## src/hw/motor_start_supervision_params.svh

```systemverilog
`ifndef MOTOR_START_SUPERVISION_PARAMS_SVH
`define MOTOR_START_SUPERVISION_PARAMS_SVH

// Timebase
`define CLOCK_HZ 250000000
`define MS_PER_SEC 1000
`define STOP_HOLD_MS 500
`define RISE_WINDOW_MS 200
`define HOUR_MS 3600000
`define MINUTE_MS 60000
`define FORCE_TIMEOUT_MS 300000

// Current thresholds, percent of nominal
`define STOP_PCT 10
`define RUN_LOW_PCT 20
`define RUN_HIGH_PCT 120
`define PCT_SCALE 100

// Register byte offsets
`define REG_CTRL 6'h00
`define REG_NOMINAL 6'h04
`define REG_START_LEVEL 6'h08
`define REG_MAX_STARTS 6'h0c
`define REG_INTERVAL 6'h10
`define REG_STATUS 6'h14
`define REG_TOTAL 6'h18
`define REG_TRIP_TIME 6'h1c
`define REG_TRIP_REC 6'h20
`define REG_IRQ_STATUS 6'h24
`define REG_IRQ_CLEAR 6'h28
`define REG_IRQ_ENABLE 6'h2c

// Field positions
`define CTRL_FORCE_BIT 0
`define CTRL_FVAL_LSB 1
`define STATUS_CNT_LSB 8
`define STATUS_SINCE_LSB 16
`define EVT_ALARM_ON 0
`define EVT_ALARM_OFF 1
`define EVT_INHIBIT_ON 2
`define EVT_INHIBIT_OFF 3

// Reset values
`define RST_NOMINAL 16'h0064
`define RST_START_LEVEL 16'h0258
`define RST_MAX_STARTS 4'h3
`define RST_INTERVAL 8'h0a

`endif

```

## src/hw/motor_start_supervision_pkg.sv

```systemverilog
package motor_start_supervision_pkg;

    typedef enum logic [2:0] {
        ST_STOPPED  = 3'b001,
        ST_STARTING = 3'b010,
        ST_RUNNING  = 3'b100
    } motor_state_e;

    typedef struct packed {
        logic [15:0] nominal;
        logic [15:0] startDetectLevel;
        logic [3:0] maxStarts;
        logic [7:0] intervalMin;
    } settings_s;

    typedef struct packed {
        logic inhibitOff;
        logic inhibitOn;
        logic alarmOff;
        logic alarmOn;
    } events_s;

endpackage

```

## src/hw/motor_start_supervision.sv

```systemverilog
`timescale 1ns/1ps
`include "motor_start_supervision_params.svh"
// Operation
// - Motor is stopped whenever average current is below 10% of nominal.
// - Starting needs at least 500 ms continuously stopped beforehand.
// - Starting needs current above start level within 200 ms of leaving stop.
// - Starting holds until the running conditions are met.
// - Running entered from stopped or starting with current in 20..120% nominal.
// - Starting and running are separate outputs for the output matrix.
// - Slow current rise goes stopped to running with no start indication.
// - Start detection level defaults to six times nominal and is writable.
// - A start is counted when current below 10% later exceeds start level.
// - After a counted start, current below 10% means motor stopped again.
// - Alarm on second-to-last allowed start, until maximum reached or hour passes.
// - Inhibit after each start for the minimum interval, then released.
// - Inhibit while starts in the hour reach the maximum.
// - One force flag for all outputs, cleared five minutes after last key.
// - Readable starts in last hour and minutes since last start.
// - Record trip time, starts per hour, time since start, total starts.
module motor_start_supervision
    import motor_start_supervision_pkg::*;
#(
    parameter int CYCLES_PER_MS = `CLOCK_HZ / `MS_PER_SEC,
    parameter int HOUR_MS = `HOUR_MS,
    parameter int MINUTE_MS = `MINUTE_MS,
    parameter int FORCE_MS = `FORCE_TIMEOUT_MS,
    parameter int MAX_SLOTS = 15
) (
    input wire logic clock,
    input wire logic reset,
    input wire logic [5:0] address,
    input wire logic read,
    input wire logic write,
    input wire logic [31:0] writedata,
    output logic [31:0] readdata,
    output logic waitrequest,
    input wire logic [15:0] avgCurrent,
    input wire logic keyPress,
    input wire logic [31:0] timeNow,
    output logic startingOut,
    output logic runningOut,
    output logic alarmOut,
    output logic inhibitOut,
    output logic irq
);

    localparam int STOP_HOLD_MS = `STOP_HOLD_MS;
    localparam int RISE_WINDOW_MS = `RISE_WINDOW_MS;

    settings_s setFf;
    motor_state_e stateFf, nxt_state;
    logic [31:0] msCntFf, ageFf [MAX_SLOTS], minSubFf, forceMsFf;
    logic msTickFf, armedFf, fsArmedFf, everStartedFf, forceFf;
    logic [9:0] stopMsFf, riseMsFf;
    logic validFf [MAX_SLOTS];
    logic [15:0] sinceMinFf;
    logic [31:0] totalFf, tripTimeFf;
    logic [7:0] tripCntFf;
    logic [15:0] tripSinceFf;
    logic [3:0] forceValFf, irqStatusFf, irqEnableFf;
    logic alarmRawFf, inhibitRawFf;
    logic [31:0] cur100, nomStop, nomRunLo, nomRunHi, nomStart;
    logic lowNow, runBand, aboveStart, startEvt, alarmNow, inhibitNow;
    logic [7:0] startsInHour;
    logic [3:0] freeSlot;
    logic freeFound;
    logic busAccept, ctrlWrite;
    events_s evt;

    // Scaled compares avoid a divider on the current path
    assign cur100 = {16'h0000, avgCurrent} * 32'd`PCT_SCALE;
    assign nomStop = {16'h0000, setFf.nominal} * 32'd`STOP_PCT;
    assign nomRunLo = {16'h0000, setFf.nominal} * 32'd`RUN_LOW_PCT;
    assign nomRunHi = {16'h0000, setFf.nominal} * 32'd`RUN_HIGH_PCT;
    assign nomStart = {16'h0000, setFf.nominal} * {16'h0000, setFf.startDetectLevel};
    assign lowNow = cur100 < nomStop;
    assign runBand = (cur100 >= nomRunLo) && (cur100 <= nomRunHi);
    assign aboveStart = cur100 > nomStart;

    always_ff @(posedge clock or posedge reset) begin
        if (reset) begin
            msCntFf <= 32'h0;
            msTickFf <= 1'b0;
        end else if (msCntFf == 32'(CYCLES_PER_MS - 1)) begin
            msCntFf <= 32'h0;
            msTickFf <= 1'b1;
        end else begin
            msCntFf <= msCntFf + 32'h1;
            msTickFf <= 1'b0;
        end
    end

    // Stop duration and rise window, both in milliseconds
    always_ff @(posedge clock or posedge reset) begin
        if (reset) begin
            stopMsFf <= 10'h0;
            riseMsFf <= 10'h0;
            armedFf <= 1'b0;
        end else if (lowNow) begin
            riseMsFf <= 10'h0;
            armedFf <= stopMsFf >= 10'(STOP_HOLD_MS);
            if (msTickFf && stopMsFf < 10'(STOP_HOLD_MS))
                stopMsFf <= stopMsFf + 10'h1;
        end else begin
            stopMsFf <= 10'h0;
            if (msTickFf && riseMsFf < 10'(RISE_WINDOW_MS))
                riseMsFf <= riseMsFf + 10'h1;
        end
    end

    always_comb begin
        nxt_state = stateFf;
        case (stateFf)
            ST_STOPPED: begin
                if (armedFf && riseMsFf < 10'(RISE_WINDOW_MS) && aboveStart)
                    nxt_state = ST_STARTING;
                else if (runBand && riseMsFf >= 10'(RISE_WINDOW_MS))
                    nxt_state = ST_RUNNING;
            end
            ST_STARTING: begin
                if (runBand)
                    nxt_state = ST_RUNNING;
            end
            ST_RUNNING: nxt_state = ST_RUNNING;
            default: nxt_state = ST_STOPPED;
        endcase
        if (lowNow)
            nxt_state = ST_STOPPED;
    end

    always_ff @(posedge clock or posedge reset) begin
        if (reset)
            stateFf <= ST_STOPPED;
        else
            stateFf <= nxt_state;
    end

    // Frequent-start detection re-arms only below the stop level
    assign startEvt = fsArmedFf && aboveStart;
    always_ff @(posedge clock or posedge reset) begin
        if (reset)
            fsArmedFf <= 1'b0;
        else if (lowNow)
            fsArmedFf <= 1'b1;
        else if (startEvt)
            fsArmedFf <= 1'b0;
    end

    // A start lost to a full window is acceptable: inhibit already blocks closing
    always_comb begin
        freeSlot = 4'h0;
        freeFound = 1'b0;
        startsInHour = 8'h0;
        for (int i = MAX_SLOTS - 1; i >= 0; i--) begin
            if (!validFf[i]) begin
                freeSlot = 4'(i);
                freeFound = 1'b1;
            end
            startsInHour = startsInHour + {7'h0, validFf[i]};
        end
    end

    for (genvar g = 0; g < MAX_SLOTS; g++) begin : gSlot
        always_ff @(posedge clock or posedge reset) begin
            if (reset) begin
                validFf[g] <= 1'b0;
                ageFf[g] <= 32'h0;
            end else if (startEvt && freeFound && freeSlot == 4'(g)) begin
                validFf[g] <= 1'b1;
                ageFf[g] <= 32'h0;
            end else if (validFf[g] && msTickFf) begin
                if (ageFf[g] == 32'(HOUR_MS - 1))
                    validFf[g] <= 1'b0;
                else
                    ageFf[g] <= ageFf[g] + 32'h1;
            end
        end
    end

    always_ff @(posedge clock or posedge reset) begin
        if (reset) begin
            minSubFf <= 32'h0;
            sinceMinFf <= 16'h0;
            everStartedFf <= 1'b0;
            totalFf <= 32'h0;
        end else if (startEvt) begin
            minSubFf <= 32'h0;
            sinceMinFf <= 16'h0;
            everStartedFf <= 1'b1;
            totalFf <= totalFf + 32'h1;
        end else if (msTickFf) begin
            if (minSubFf == 32'(MINUTE_MS - 1)) begin
                minSubFf <= 32'h0;
                if (sinceMinFf != 16'hffff)
                    sinceMinFf <= sinceMinFf + 16'h1;
            end else begin
                minSubFf <= minSubFf + 32'h1;
            end
        end
    end

    assign alarmNow = (setFf.maxStarts != 4'h0) && ({4'h0, setFf.maxStarts} == startsInHour + 8'h1);
    assign inhibitNow = (everStartedFf && sinceMinFf < {8'h0, setFf.intervalMin})
                     || (setFf.maxStarts != 4'h0 && startsInHour >= {4'h0, setFf.maxStarts});

    always_ff @(posedge clock or posedge reset) begin
        if (reset) begin
            alarmRawFf <= 1'b0;
            inhibitRawFf <= 1'b0;
        end else begin
            alarmRawFf <= alarmNow;
            inhibitRawFf <= inhibitNow;
        end
    end

    assign evt.alarmOn = alarmNow && !alarmRawFf;
    assign evt.alarmOff = !alarmNow && alarmRawFf;
    assign evt.inhibitOn = inhibitNow && !inhibitRawFf;
    assign evt.inhibitOff = !inhibitNow && inhibitRawFf;

    always_ff @(posedge clock or posedge reset) begin
        if (reset) begin
            tripTimeFf <= 32'h0;
            tripCntFf <= 8'h0;
            tripSinceFf <= 16'h0;
        end else if (evt.inhibitOn) begin
            tripTimeFf <= timeNow;
            tripCntFf <= startsInHour;
            tripSinceFf <= sinceMinFf;
        end
    end

    // Bus slave: one wait cycle, then a single answer cycle
    assign busAccept = (read || write) && !waitrequest;
    assign ctrlWrite = busAccept && write && address == `REG_CTRL;

    always_ff @(posedge clock or posedge reset) begin
        if (reset) begin
            waitrequest <= 1'b1;
            readdata <= 32'h0;
        end else if (busAccept || !(read || write)) begin
            waitrequest <= 1'b1;
        end else begin
            waitrequest <= 1'b0;
            if (address == `REG_CTRL)
                readdata <= {27'h0, forceValFf, forceFf};
            else if (address == `REG_NOMINAL)
                readdata <= {16'h0, setFf.nominal};
            else if (address == `REG_START_LEVEL)
                readdata <= {16'h0, setFf.startDetectLevel};
            else if (address == `REG_MAX_STARTS)
                readdata <= {28'h0, setFf.maxStarts};
            else if (address == `REG_INTERVAL)
                readdata <= {24'h0, setFf.intervalMin};
            else if (address == `REG_STATUS)
                readdata <= {sinceMinFf, startsInHour, 3'h0, inhibitRawFf, alarmRawFf, stateFf};
            else if (address == `REG_TOTAL)
                readdata <= totalFf;
            else if (address == `REG_TRIP_TIME)
                readdata <= tripTimeFf;
            else if (address == `REG_TRIP_REC)
                readdata <= {tripSinceFf, 8'h0, tripCntFf};
            else if (address == `REG_IRQ_STATUS)
                readdata <= {28'h0, irqStatusFf};
            else if (address == `REG_IRQ_ENABLE)
                readdata <= {28'h0, irqEnableFf};
            else
                readdata <= 32'h0;
        end
    end

    always_ff @(posedge clock or posedge reset) begin
        if (reset) begin
            setFf.nominal <= `RST_NOMINAL;
            setFf.startDetectLevel <= `RST_START_LEVEL;
            setFf.maxStarts <= `RST_MAX_STARTS;
            setFf.intervalMin <= `RST_INTERVAL;
            irqEnableFf <= 4'h0;
        end else if (busAccept && write) begin
            if (address == `REG_NOMINAL)
                setFf.nominal <= writedata[15:0];
            else if (address == `REG_START_LEVEL)
                setFf.startDetectLevel <= writedata[15:0];
            else if (address == `REG_MAX_STARTS)
                setFf.maxStarts <= writedata[3:0];
            else if (address == `REG_INTERVAL)
                setFf.intervalMin <= writedata[7:0];
            else if (address == `REG_IRQ_ENABLE)
                irqEnableFf <= writedata[3:0];
        end
    end

    // Force flag: a write that sets it wins over the timeout in the same cycle
    always_ff @(posedge clock or posedge reset) begin
        if (reset) begin
            forceFf <= 1'b0;
            forceValFf <= 4'h0;
            forceMsFf <= 32'h0;
        end else begin
            if (keyPress)
                forceMsFf <= 32'h0;
            else if (msTickFf && forceMsFf < 32'(FORCE_MS))
                forceMsFf <= forceMsFf + 32'h1;
            if (ctrlWrite) begin
                forceFf <= writedata[`CTRL_FORCE_BIT];
                forceValFf <= writedata[`CTRL_FVAL_LSB +: 4];
            end else if (forceMsFf >= 32'(FORCE_MS)) begin
                forceFf <= 1'b0;
            end
        end
    end

    always_ff @(posedge clock or posedge reset) begin
        if (reset) begin
            startingOut <= 1'b0;
            runningOut <= 1'b0;
            alarmOut <= 1'b0;
            inhibitOut <= 1'b0;
        end else if (forceFf) begin
            {inhibitOut, alarmOut, runningOut, startingOut} <= forceValFf;
        end else begin
            startingOut <= stateFf == ST_STARTING;
            runningOut <= stateFf == ST_RUNNING;
            alarmOut <= alarmNow;
            inhibitOut <= inhibitNow;
        end
    end

    // Sticky events: a new event beats a clear in the same cycle
    always_ff @(posedge clock or posedge reset) begin
        if (reset) begin
            irqStatusFf <= 4'h0;
            irq <= 1'b0;
        end else begin
            if (busAccept && write && address == `REG_IRQ_CLEAR)
                irqStatusFf <= (irqStatusFf & ~writedata[3:0]) | evt;
            else
                irqStatusFf <= irqStatusFf | evt;
            irq <= |(irqStatusFf & irqEnableFf);
        end
    end

    a_stop_forced: assert property (@(posedge clock) disable iff (reset)
        lowNow |=> stateFf == ST_STOPPED)
        else $error("Low current did not stop the motor");

    a_start_entry: assert property (@(posedge clock) disable iff (reset)
        $rose(stateFf == ST_STARTING) |-> $past(armedFf) && $past(riseMsFf) < 10'(RISE_WINDOW_MS))
        else $error("Starting entered without hold or outside rise window");

    a_starting_hold: assert property (@(posedge clock) disable iff (reset)
        (stateFf == ST_STARTING && !runBand && !lowNow) |=> stateFf == ST_STARTING)
        else $error("Starting left without running conditions");

    a_run_entry: assert property (@(posedge clock) disable iff (reset)
        $rose(stateFf == ST_RUNNING) |-> $past(runBand) && !$past(lowNow))
        else $error("Running entered outside current band");

    a_soft_start: assert property (@(posedge clock) disable iff (reset)
        (stateFf == ST_STOPPED && !armedFf) |=> stateFf != ST_STARTING)
        else $error("Start signalled without a qualified stop");

    a_start_total: assert property (@(posedge clock) disable iff (reset)
        startEvt |=> totalFf == $past(totalFf) + 32'h1 && sinceMinFf == 16'h0)
        else $error("Start not counted");

    a_inhibit_max: assert property (@(posedge clock) disable iff (reset)
        (!forceFf && setFf.maxStarts != 4'h0 && startsInHour >= {4'h0, setFf.maxStarts}) ##1 !forceFf
        |-> inhibitOut)
        else $error("Inhibit missing at start maximum");

    a_alarm_follow: assert property (@(posedge clock) disable iff (reset)
        (!forceFf && alarmNow) ##1 !forceFf |-> alarmOut)
        else $error("Alarm missing on second-to-last start");

    a_event_sticky: assert property (@(posedge clock) disable iff (reset)
        evt.inhibitOn |=> irqStatusFf[`EVT_INHIBIT_ON])
        else $error("Inhibit event not latched");

    a_force_timeout: assert property (@(posedge clock) disable iff (reset)
        (forceMsFf >= 32'(FORCE_MS) && !ctrlWrite) |=> !forceFf)
        else $error("Force flag not cleared on timeout");

    a_bus_answer: assert property (@(posedge clock) disable iff (reset)
        ((read || write) && waitrequest) |=> !waitrequest)
        else $error("Bus answer late");

endmodule

```

## config.mk

```make
export PLATFORM = sky130hd
export DESIGN_NAME = motor_start_supervision
export DESIGN_NICKNAME = d
export VERILOG_FILES = /design/src/hw/motor_start_supervision_pkg.sv /design/src/hw/motor_start_supervision.sv
export VERILOG_INCLUDE_DIRS = /design/src /design/src/hw
export SDC_FILE = /design/constraint.sdc
export NUM_CORES = 2
export LEC_CHECK = 0
export BUFFER_PORTS_ARGS = -buffer_cell sky130_fd_sc_hd__buf_2
export CAP_MARGIN = 10
export CORE_AREA = 2 2 511 310
export CTS_BUF_LIST = sky130_fd_sc_hd__clkbuf_8
export CTS_CLUSTER_SIZE = 40
export DETAILED_ROUTE_END_ITERATION = 16
export DIE_AREA = 0 0 513 312
export GPL_ROUTABILITY_DRIVEN = 0
export SLEW_MARGIN = 25
export SYNTH_ARGS = -nofsm -noshare
export SYNTH_HDL_FRONTEND = slang
export SYNTH_SLANG_ARGS = --single-unit
```

## constraint.sdc

```tcl
create_clock -name clock -period 27.8 [get_ports clock]
set_input_delay 2.78 -clock clock [delete_from_list [all_inputs] [get_ports clock]]
set_output_delay 2.78 -clock clock [all_outputs]
set_load 0.01 [all_outputs]
```

==> results_dict.tcl <==
set metrics [dict create \
    preCtsSetupSlack_ns 16.84 \
    cts_max_level 3 \
    synth_area_sq_mm 0.05419 \
    overflow 0 \
    power_uw 3884 \
    arrival_ns 11.92 \
    max_freq_mhz 88.65 \
    synth_area_per_cell_sq_um 9.498 \
    pin_count 129 \
    fin_cells 7985 \
    clk_pin_slew_ns 0.08 \
    hold_violations 0 \
    via_per_inst 5.119 \
    cp-end-kind "register" \
    final_common_cell "dfrtp_1" \
    min-delay-start "msCntFf[0]" \
    row_count 112 \
    critPathMaxFanout 35 \
    startpoint "setFf[33]" \
    cts.path.max_buffers 3 \
    r2r_start "setFf[33]" \
    setup_violations 0 \
    crit_slowest_cell "dfstp_2" \
    area_growth_pct 10.66 \
    grt_util_all_layers_pct 16.59 \
    dp_cells 7756 \
    status "completed" \
    synth_edf_count 0 \
    clk-insertion-delay-late_ns 0.84 \
    wirelength_mm 133.5 \
    numCtsBuffers 121 \
    yosys.cell_types.count 91 \
    setup.worst_path.class "reg -> reg" \
    tightestPinTransition_ns 1.113 \
    num-fill-cells 15360 \
    vias 40880 \
    postCtsSetupBuffers 0 \
    cp_slowest_stage_delay_ns 1.05 \
    setup.worst_path.start_class "register" \
    cts_tree "built" \
    rsz0062_at_grt "false" \
    power_density_mw_per_mm2 64.78 \
    cts.repair.resized 0 \
    grt_pass1_vias 39250 \
    clock_skew_ns 0.08323 \
    vdd_ir_drop_max_mv 0.06783 \
    ant_nets 0 \
    maxCapViolations 0 \
    netlist_instances 5705 \
    maxSlewViolCount 0 \
    cpMostUsedCell "fa_1" \
    cts_hold_buffers 0 \
    max-slew-margin-rel_pct 25.79 \
    layout-drive-gt1-share_pct 9.513 \
    drt-pass1-iter-count 7 \
    die_h_microns 312 \
    portBuffers 112 \
    synth_seq_cells 815 \
    syn-num-nets 6368 \
    synth.yosys.seq_area_share_pct 37.67 \
    fin_ws_ns 16.52 \
    start_util_pct 34.99 \
    grt_max_degree 133 \
    finalCritPeriodShare_pct 40.58 \
    hold_slack_ns 0.4595 \
    wire_per_inst_microns 16.72 \
    die-area_sq_mm 0.1601 \
    route.detailed.drc 0 \
    period_needed_ns 11.28 \
    synthArstFlopShare_pct 100.0 \
    synthesis.yosys.warnings 0 \
    hp-class "reg -> reg" \
    die_width_microns 513 \
    final_cell_mix "dfrtp_1, nor2_1, nand2_1" \
    leakage_uw 0.02644 \
    tns_ns 0 \
    cts_root_buffer "clkbuf_8" \
    core-area_sq_mm 0.1548 \
    antenna_found_initial 2 \
    drt_iter0_markers 3590 \
    critical_path_required_ns 28.44 \
    hpwl_mm 97.12 \
    grt_pass1_wl_mm 217.4 \
    finalNetCount 6490 \
    cts.sinks 815 \
    synthFlopType "dfrtp_1" \
]
==> sequential cells by signal (all words and copies together), names as in the netlist, 16 cells and up <==
name,count
totalFf,32
forceMsFf,32
tripTimeFf,32
sinceMinFf,16
tripSinceFf,16
readdata,32
minSubFf,32
ageFf,480
setFf,44
msCntFf,32
==> cells in the mapped netlist (all sizes together), types with 45 or more instances <==
library cell	number	area (sq um)
a21o	58	435.4
a21oi	175	879.6
a22oi	62	465.5
and2	143	894.6
and3	106	663.1
buf	50	265.3
clkbuf	127	478.0
dfrtp	802	20070
fa	245	4905
ha	327	4091
inv	443	1663
mux2	109	1227
nand2	482	1809
nand3	249	1246
nand4	168	1072
nor2	793	2982
nor2b	45	281.5
nor3	115	660.6
nor4	73	539.3
o21ai	83	415.4
xnor2	291	2549
xor2	359	3144
==> final timing paths <==
kind / endpoint / slack, ns / cells after the start
worst max-delay path: ageFf[13] / 16.52 / 30
worst max register to register: ageFf[13] / 16.52 / 30
min in group asynchronous: setFf[26] / 1.99 / 2
max in group asynchronous: ageFf[128] / 22.94 / 5
worst min register to register: msCntFf[0] / 0.46 / 1
worst min-delay path: msCntFf[0] / 0.46 / 1
==> critical path: cells and delay by family (launching register included) <==
kind / cells / cell delay (ns)
AOI/OAI and AO/OA: 7 / 2.71
xor gates and xnor gates: 1 / 0.19
adders and majority gates: 8 / 3.48
buffers and inverters: 5 / 0.64
DFF: 1 / 1.05
and+or+nand+nor: 9 / 2.89
==> per-layer routing <==
| layer | wire length (microns) | track usage (%) |
|---|---|---|
| met2 | 49350 | 20.83 |
| met4 | 1950 | 3.055 |
| met1 | 70950 | 27.40 |
| met5 | 0 | 0 |
| met3 | 11290 | 4.507 |
==> kinds of logic (layout without fill, tap and decap cells) <==
| logic type | Yosys count | in the layout | synth area share, % |
|---|---|---|---|
| and+or+nand+nor | 2356 | 2356 | 21.32 |
| DFF | 815 | 815 | 37.67 |
| xor gates and xnor gates | 650 | 650 | 10.51 |
| buffers and inverters | 622 | 846 | 4.454 |
| adders and majority gates | 572 | 572 | 16.60 |
| AOI/OAI and AO/OA | 562 | 562 | 6.839 |
| muxes | 128 | 128 | 2.616 |
| other | 0 | 4 | 0 |
==> where the power goes <==
| group | leakage (uW) | internal [uW] | switching [uW] |
|---|---|---|---|
| clock | 0.00154 | 594 | 505 |
| combinational | 0.0159 | 493 | 682 |
| sequential | 0.00898 | 1380 | 229 |
==> metrics by stage <==
stage	util, %	cell area, sq um
finish	38.73	59970
global route	38.72	59960
CTS	38.69	59920
detailed placement	36.92	57170
global placement	36.92	57170
floorplan	-	54190
==> area by class of cell <==
type / count / area, sq um / area share (%)
Timing Repair Buffer: 176 / 1064 / 1.774
Antenna cell: 4 / 10.01 / 0.01669
Tap cell: 2052 / 2567 / 4.282
Inverter: 445 / 1683 / 2.806
Sequential cell: 815 / 20410 / 34.04
Clock buffer: 161 / 2216 / 3.695
Multi-Input combinational cell: 4268 / 31490 / 52.51
Clock inverter: 64 / 524.3 / 0.8743
No activity file was read; power rests on OpenSTA's default activity.
